**config.mk**
```make
export PLATFORM = sky130hd
export DESIGN_NAME = pci_power_mgmt_regs
export DESIGN_NICKNAME = d
export VERILOG_FILES = /design/src/include/pm_regs_pkg.sv /design/src/verilog/pci_power_mgmt_regs.sv
export SDC_FILE = /design/constraint.sdc
export NUM_CORES = 1
export LEC_CHECK = 0
export ABC_AREA = 1
export BUFFER_PORTS_ARGS = -buffer_cell sky130_fd_sc_hd__buf_2
export CAP_MARGIN = 20
export CORE_ASPECT_RATIO = 1.1
export CORE_MARGIN = 5
export CORE_UTILIZATION = 31
export DETAILED_ROUTE_END_ITERATION = 16
export GPL_TIMING_DRIVEN = 0
export PLACE_DENSITY_LB_ADDON = 0.25
export REMOVE_ABC_BUFFERS = 1
export SETUP_SLACK_MARGIN = 0.2
export SYNTH_ARGS = -nofsm -noshare
export SYNTH_HDL_FRONTEND = slang
export SYNTH_SLANG_ARGS = --single-unit
```
**constraint.sdc**
```tcl
create_clock -name core_clk -period 1.45 [get_ports core_clk]
set_clock_uncertainty 0.1 [all_clocks]
set_input_delay 0.29 -clock core_clk [delete_from_list [all_inputs] [get_ports core_clk]]
set_output_delay 0.29 -clock core_clk [all_outputs]
set_load 0.01 [all_outputs]
```
**src/include/pm_regs_pkg.sv**
```systemverilog
// Constants and carrier types for the power-management register pair
package pm_regs_pkg;

  // ----------------------------------------------------------------
  // Configuration space layout
  // ----------------------------------------------------------------
  localparam int CFG_DWORD_W = 6;
  localparam logic [7:0] CAP_OFFSET = 8'h82;
  localparam logic [7:0] CSR_OFFSET = 8'h84;
  localparam logic [5:0] CAP_DWORD = CAP_OFFSET[7:2];
  localparam logic [5:0] CSR_DWORD = CSR_OFFSET[7:2];
  localparam int CAP_LANE_LSB = 16;
  localparam int CSR_LANE_LSB = 0;
  localparam int CSR_BE_LANE = 0;

  // ----------------------------------------------------------------
  // Capabilities register fields (read-only image)
  // ----------------------------------------------------------------
  localparam logic [4:0] CAP_WAKE_SUPPORT = 5'h00;
  localparam logic CAP_D2_SUPPORT = 1'b1;
  localparam logic CAP_D1_SUPPORT = 1'b1;
  localparam logic [2:0] CAP_RSVD = 3'h0;
  localparam logic CAP_DEV_INIT = 1'b0;
  localparam logic CAP_AUX_PWR = 1'b0;
  localparam logic CAP_WAKE_CLK = 1'b0;
  localparam logic [2:0] CAP_VERSION = 3'h1;
  localparam logic [15:0] CAP_VALUE = 16'h0601;

  // ----------------------------------------------------------------
  // Control/status register fields
  // ----------------------------------------------------------------
  localparam logic [15:0] CSR_RESET = 16'h0000;
  localparam int PS_LSB = 0;
  localparam int PS_W = 2;
  localparam logic [13:0] CSR_RO_ZERO = 14'h0000;
  localparam logic [1:0] PS_D0 = 2'h0;
  localparam logic [1:0] PS_D1 = 2'h1;
  localparam logic [1:0] PS_D2 = 2'h2;
  localparam logic [1:0] PS_D3HOT = 2'h3;

  // ----------------------------------------------------------------
  // Timing
  // ----------------------------------------------------------------
  localparam int CLK_PERIOD_NS = 8;
  localparam int INT_RST_NS = 40;
  localparam int INT_RST_CYCLES = (INT_RST_NS + CLK_PERIOD_NS - 1) / CLK_PERIOD_NS;
  localparam int INT_RST_CNT_W = 3;

  // Configuration access request, one cycle per access
  typedef struct packed {
    logic rd;
    logic wr;
    logic [5:0] dword;
    logic [3:0] be;
    logic [31:0] wdata;
  } cfg_req_t;

endpackage

```
**src/verilog/pci_power_mgmt_regs.sv**
```systemverilog
// Power-management capabilities and control/status registers of the bridge
//
// Functional notes
// Capabilities bits 15..11, wake-event support, always read zero.
// Capabilities bit 10 reads one: D2 supported.
// Capabilities bit 9 reads one: D1 supported.
// Capabilities bit 5 reads zero: no special initialization needed.
// Capabilities bit 4, auxiliary power, read-only zero.
// Capabilities bit 3, wake clock needed, read-only zero.
// Capabilities bits 2..0 read 001: interface revision 1.0.
// Capabilities register is read-only; writes change nothing.
// Control/status bit 15, wake status, read-only zero.
// Control/status bits 14..13, data scale, read-only zero.
// Control/status bits 12..9, data select, read-only zero.
// Control/status bit 8, wake enable, read-only zero; writes ignored.
// Control/status bits 7..2 reserved, read-only zero.
// Control/status bits 1..0 hold and set power state D0..D3hot.
// Leaving D3hot for D0 raises an internal reset.
// That internal reset leaves control/status contents untouched.
// Control/status at offset 84h, resets to 0000h (D0).
// Capabilities at offset 82h, read-only, reads 0601h.
// In D3hot the secondary bus clocks are stopped.
// Capabilities bits 8..6 reserved: read zero, ignore writes.
// Power-state write takes effect at once, visible on next read.
`timescale 1ns/10ps
`default_nettype none

module pci_power_mgmt_regs
(
  input wire logic core_clk,
  input wire logic rst_n,
  input wire pm_regs_pkg::cfg_req_t cfg_req,
  output logic [31:0] cfg_rdata_r,
  output logic cfg_rvalid_r,
  output logic [1:0] power_state_r,
  output logic int_rst_r,
  output logic sec_clk_stop_r
);

  // ----------------------------------------------------------------
  // Address decode
  // ----------------------------------------------------------------

  // Dword hits for the two registers
  logic hit_cap;
  logic hit_csr;
  logic ps_wr;
  logic [1:0] ps_nxt;
  logic leave_d3;
  logic [15:0] cap_image;
  logic [15:0] csr_image;
  logic [31:0] rdata_nxt;
  logic [pm_regs_pkg::INT_RST_CNT_W-1:0] rst_cnt_r;
  logic [pm_regs_pkg::INT_RST_CNT_W-1:0] rst_cnt_nxt;

  assign hit_cap = (cfg_req.dword == pm_regs_pkg::CAP_DWORD);
  assign hit_csr = (cfg_req.dword == pm_regs_pkg::CSR_DWORD);

  // Only the low byte lane of the control/status word carries writable bits
  assign ps_wr = cfg_req.wr && hit_csr && cfg_req.be[pm_regs_pkg::CSR_BE_LANE];

  // ----------------------------------------------------------------
  // Register images
  // ----------------------------------------------------------------

  // Capabilities word built from constant fields, no storage at all
  assign cap_image = {pm_regs_pkg::CAP_WAKE_SUPPORT,
                      pm_regs_pkg::CAP_D2_SUPPORT,
                      pm_regs_pkg::CAP_D1_SUPPORT,
                      pm_regs_pkg::CAP_RSVD,
                      pm_regs_pkg::CAP_DEV_INIT,
                      pm_regs_pkg::CAP_AUX_PWR,
                      pm_regs_pkg::CAP_WAKE_CLK,
                      pm_regs_pkg::CAP_VERSION};

  // Control/status word: only the power-state field is stored
  assign csr_image = {pm_regs_pkg::CSR_RO_ZERO, power_state_r};

  // ----------------------------------------------------------------
  // Power state
  // ----------------------------------------------------------------

  // Next power state taken straight from the write data
  always_comb
  begin
    ps_nxt = power_state_r;
    if (ps_wr)
    begin
      ps_nxt = cfg_req.wdata[pm_regs_pkg::PS_LSB +: pm_regs_pkg::PS_W];
    end
  end

  // A move from D3hot straight to D0
  assign leave_d3 = (power_state_r == pm_regs_pkg::PS_D3HOT) &&
                    (ps_nxt == pm_regs_pkg::PS_D0);

  // Power-state field; the internal reset never touches it
  always_ff @(posedge core_clk or negedge rst_n)
  begin
    if (!rst_n)
    begin
      power_state_r <= pm_regs_pkg::CSR_RESET[1:0];
    end
    else
    begin
      power_state_r <= ps_nxt;
    end
  end

  // Secondary clock stop follows D3hot, updated on the same edge
  always_ff @(posedge core_clk or negedge rst_n)
  begin
    if (!rst_n)
    begin
      sec_clk_stop_r <= 1'b0;
    end
    else
    begin
      sec_clk_stop_r <= (ps_nxt == pm_regs_pkg::PS_D3HOT);
    end
  end

  // ----------------------------------------------------------------
  // Internal reset on D3hot to D0
  // ----------------------------------------------------------------

  // Pulse length counter; a new exit restarts it
  always_comb
  begin
    rst_cnt_nxt = rst_cnt_r;
    if (leave_d3)
    begin
      rst_cnt_nxt = pm_regs_pkg::INT_RST_CYCLES[pm_regs_pkg::INT_RST_CNT_W-1:0];
    end
    else if (rst_cnt_r != '0)
    begin
      rst_cnt_nxt = rst_cnt_r - 1'b1;
    end
  end

  always_ff @(posedge core_clk or negedge rst_n)
  begin
    if (!rst_n)
    begin
      rst_cnt_r <= '0;
    end
    else
    begin
      rst_cnt_r <= rst_cnt_nxt;
    end
  end

  // Registered reset output, high while the counter runs
  always_ff @(posedge core_clk or negedge rst_n)
  begin
    if (!rst_n)
    begin
      int_rst_r <= 1'b0;
    end
    else
    begin
      int_rst_r <= (rst_cnt_nxt != '0);
    end
  end

  // ----------------------------------------------------------------
  // Read path
  // ----------------------------------------------------------------

  // Read mux; unmapped dwords and other byte lanes return zero
  always_comb
  begin
    rdata_nxt = 32'h0000_0000;
    if (hit_cap)
    begin
      rdata_nxt[pm_regs_pkg::CAP_LANE_LSB +: 16] = cap_image;
    end
    else if (hit_csr)
    begin
      rdata_nxt[pm_regs_pkg::CSR_LANE_LSB +: 16] = csr_image;
    end
  end

  // Read data and its strobe, one cycle after the request
  always_ff @(posedge core_clk or negedge rst_n)
  begin
    if (!rst_n)
    begin
      cfg_rdata_r <= 32'h0000_0000;
      cfg_rvalid_r <= 1'b0;
    end
    else
    begin
      cfg_rvalid_r <= cfg_req.rd;
      if (cfg_req.rd)
      begin
        cfg_rdata_r <= rdata_nxt;
      end
    end
  end

  // ----------------------------------------------------------------
  // Checks
  // ----------------------------------------------------------------

  // Marks the first cycle after reset release
  logic first_r;
  always_ff @(posedge core_clk or negedge rst_n)
  begin
    if (!rst_n)
    begin
      first_r <= 1'b1;
    end
    else
    begin
      first_r <= 1'b0;
    end
  end
endmodule

`default_nettype wire

```
Yosys cells after proc, flatten, opt, wreduce, memory -nomap -nowiden
Cells that the tools add are included.
{"block": "totals", "regBits": 40, "in_bits": 46, "output_inout_bits": 37, "elab_cells": 23}
{"block": "classes", "n_addsub": 1, "eq_ne": 4, "muxes": 6, "reduce_logical": 6}
{"cell": "$mux 16", "n": 1}
{"cell": "$eq 6x6->1 const B", "n": 2}
{"cell": "$mux 11", "n": 1}
{"cell": "$mux 3", "n": 2}
{"cell": "$reduce_bool 3->1", "n": 2}
{"cell": "$eq 2x2->1 const B", "n": 2}
{"cell": "$mux 2", "n": 2}
{"cell": "$logic_and 1x1->1", "n": 3}
{"cell": "$sub 3x1->3 const B", "n": 1}
{"cell": "$logic_not 2->1", "n": 1}

Depth between registers and ports, before layout
{"block": "logic_depth", "word_depth": 8, "ltp_mapped": 8}

Worst setup path before layout
Ideal clock, no wire load.
{"block": "synth_path", "path_type": "reg2reg", "start": "register rst_cnt_r[0] in the netlist's numbering", "end": "register int_rst_r", "setup_ps": 122, "arrival_time_ps": 1157, "required_time_ps": 1228, "slack_ps": 71, "stages_incl_launch_ff": 8, "n_path_buf": 0, "synth_period_minus_slack_ps": 1379, "path_cell_list": "dfrtp_1 -> inv_1 -> ha_1 -> ha_1 -> xor2_1 -> inv_1 -> nor2_1 -> nand3_2"}
{"block": "synth_between", "elab_chain_len": 4, "word_cells_on_any_way": 5, "cone_classes": "1 x add/sub; 2 x mux; 2 x reduce/logical"}
{"element": "from (decl)", "line": "pci_power_mgmt_regs.sv:53", "rtl": "logic [pm_regs_pkg::INT_RST_CNT_W-1:0] rst_cnt_r;"}
{"element": "from (signal assigned)", "line": "pci_power_mgmt_regs.sv:149", "rtl": "rst_cnt_r <= rst_cnt_nxt;"}
{"element": "$sub 3x1->3 / $reduce_bool 3->1 (equally long branches)", "line": "pci_power_mgmt_regs.sv:137, pci_power_mgmt_regs.sv:135"}
{"element": "$mux 3 (*)", "line": "pci_power_mgmt_regs.sv:135", "rtl": "else if (rst_cnt_r != '0)"}
{"element": "$mux 3 (*)", "line": "pci_power_mgmt_regs.sv:131", "rtl": "if (leave_d3)"}
{"element": "$reduce_bool 3->1 (*)", "line": "pci_power_mgmt_regs.sv:162", "rtl": "int_rst_r <= (rst_cnt_nxt != '0);"}
{"element": "to (signal assigned)", "line": "pci_power_mgmt_regs.sv:162"}
{"element": "to (decl)", "line": "pci_power_mgmt_regs.sv:36", "rtl": "output logic int_rst_r,"}
Mark *: on every way between the ends. The rest lies on a longest branch, timed or not.
A chain may end at the register's enable or synchronous reset.

Final worst setup path
Same ends and word-level chain as after synthesis.

==> results.ini <==
[timing]
final_hold_viol_count = 0
rsz0062_at_grt = true
layout_worst_path_cycle_share_pct = 92.3
fin_hold_ws_ns = 0.0604
slew_violations = 0
max_freq_mhz = 747
fin_ws_ns = 0.111
setup_viol = 0
min_period_ns = 1.34

[min_path]
hold_end = cfg_rvalid_r$_DFF_PN0_
min_path_type = in -> reg
hold_depth = 1
holdCritStartpoint = cfg_req[43]

[logic_synthesis]
avgSynthCellArea_sq_um = 8.56
yosys_warnings = 0
yosysSeqAreaShare_pct = 34.6
syn_inst = 93
yosysTopAreaCell = dfrtp_1
synth_cell_types = 19
synth-seq-cells = 11
yosysTopAreaCellShare_pct = 34.6
yosysMostFrequentCell = buf_4
async_reset_ff_share_pct = 100
synth_ff_type = dfrtp_1
synth_area_sq_um = 796
synthTopCellsByCount = buf_4, inv_1, dfrtp_1, nand2_1
synth_edf_count = 0
synth_area_leaders = dfrtp_1, buf_4, inv_1

[setup_path]
cp_common_cell = ha_4
critical-path-top-delay-family = flip-flops
crit_required_ns = 1.50
r2r_cells = 7
crit_type = reg -> reg
end_kind = flip-flop
cp_max_fo = 3
crit_buf_inv = 2
crit_path_max_incr_delay_ns = 0.39
r2r_end = int_rst_r$_DFF_PN0_
critPathSlowestCell = dfrtp_1
worst-endpoint-arrival_ns = 1.39
path_cells = inv_2, ha_4, ha_4, xor2_2, inv_1, nor2_2, nand3_2
rr_startpoint = rst_cnt_r[0]$_DFF_PN0_
r2r_slack_ns = 0.11
cp-start-kind = flip-flop

[die]
die_w_um = 58.3
die_h_um = 63.1
die_area_sq_mm = 0.00368
rows = 19
initial_utilization_pct = 32.2
pin_count = 83
core_area_sq_mm = 0.00247

[global_route]
grt_pass1_wl_um = 2100
grt_max_degree = 12
grt_pass1_vias = 516
grt.total_usage_pct = 7.70
grt_antenna_before_repair = 0
grt-ovfl-total = 0

[power_and_ir_drop]
p_comb_share_pct = 48.7
power_frac_seq_pct = 33.8
pwr-share-clk_pct = 17.5
p_sw_w = 0.000400
p_leak_nw = 0.537
swShare_pct = 34.6
irDropWorstVdd_uv = 703
power_density_mw_per_mm2 = 1250
p_int_w = 0.000755

[place]
pre_cts_slack_ns = -0.0295
placed_cell_area_sq_um = 825
place_congestion = 0.643
dpl.cell_count = 143
port_buffers = 22
hpwl_um = 1110

[clock_network]
cts_tree = yes
insertion_delay_ns = 0.26
clockBufferDepth = 2
cts.sinks = 11
h-tree-depth = 1
numCtsBuffers = 3
path_clk_slew_ns = 0.07
root_buffer = clkbuf_4

[outcome]
status = finished, final reports clean

[detailed_routing]
via_count = 540
drt_iter0_markers = 6
drc_errors = 0
wl_um = 1360
ant_nets = 0
dr.pass1.iters = 2
avgRoutedWirePerCell_um = 8.93
viasPerCell = 3.55

[final_layout]
design_area_sq_um = 926
synthToLayoutAreaGrowth_pct = 16.4
drive_gt1_share_pct = 38.0
num-fill-cells = 277
final_nets = 171
n_antenna_cell = 0
stdcell_count = 152
utilization_pct = 37.4

[run]
maxCapViolations = 0

placed cells by master (no fill, tap or decap), types with 3 or more instances in the layout:
cell	count
clkbuf_4	3
inv_2	3
nor2_4	3
inv_1	15
buf_4	4
nand2_1	11
dfrtp_1	11
nand2_2	3
buf_2	22
conb_1	27
worst reg2reg max path: cells and delay by family (launching register included):
family,cells,cell delay (ns)
xor gates and xnor gates,1,0.15
adders and majority gates,2,0.29
buffers and inverters,2,0.14
DFF,1,0.39
and+or+nand+nor,2,0.16
state kept, by name, indices dropped and copies added (netlist names):
register,cells
cfg_rdata_r,3
rst_cnt_r,3
power_state_r,2
cfg_rvalid_r,1
int_rst_r,1
sec_clk_stop_r,1
per-layer routing:
metal,track usage (%),up-vias,wire length (um)
met1,7.85,229,486
met5,0,-,0
met2,12.0,31,682
met4,6.09,0,24
met3,3.27,4,165
li1,-,276,-
what timing repair did:
action | 4_1_cts | 5_1_grt
hold buffers | 1 | 0
setup buffers | 1 | 3
gates resized for setup | 7 | 2
endpoints found under the setup margin | 3 | 2
hold endpoints to repair | 11 | 0
how the worst max path moves through the flow:
stage,end,startpoint,depth (start not counted)
5_1_grt,int_rst_r$_DFF_PN0_,rst_cnt_r[0]$_DFF_PN0_,7
3_3_place_gp,int_rst_r$_DFF_PN0_,rst_cnt_r[0]$_DFF_PN0_,7
3_5_place_dp,int_rst_r$_DFF_PN0_,rst_cnt_r[0]$_DFF_PN0_,7
6_report,int_rst_r$_DFF_PN0_,rst_cnt_r[0]$_DFF_PN0_,7
4_1_cts,int_rst_r$_DFF_PN0_,rst_cnt_r[0]$_DFF_PN0_,7
2_1_floorplan,int_rst_r$_DFF_PN0_,rst_cnt_r[0]$_DFF_PN0_,7
power by group through the flow:
stage | logic, W | clock network (W) | registers, W
finish | 0.000562 | 0.000202 | 0.000391
global placement | 0.000343 | 0 | 0.000392
CTS | 0.000471 | 0.000216 | 0.000391
floorplan | 0.000253 | 0 | 0.000404
detailed placement | 0.000358 | 0 | 0.000395
global route | 0.000622 | 0.000229 | 0.000397
metrics by stage:
stage	total power (W)	setup TNS, ns
2_1_floorplan	0.000657	0
3_3_place_gp	0.000735	-0.00553
3_5_place_dp	0.000753	-0.0295
4_1_cts	0.00108	0
5_1_grt	0.00125	0
6_report	0.00115	0
final cells by class:
type	instances	area, sq um	area share (%)
Multi-Input combinational cell	61	368	39.7
Sequential cell	11	275	29.7
Timing Repair Buffer	27	150	16.2
Inverter	18	67.6	7.30
Tap cell	31	38.8	4.19
Clock buffer	4	26.3	2.84
cells by family after synthesis:
logic type	count (synthesis)	synth area share, %
xor+xnor	1	1.10
buf+inv	47	35.8
flops	11	34.6
fa+ha+maj	3	4.72
other cells	1	0.471
simple gates	25	18.9
compound gates	5	4.40
Note: power is estimated with default switching activity, not from simulation.
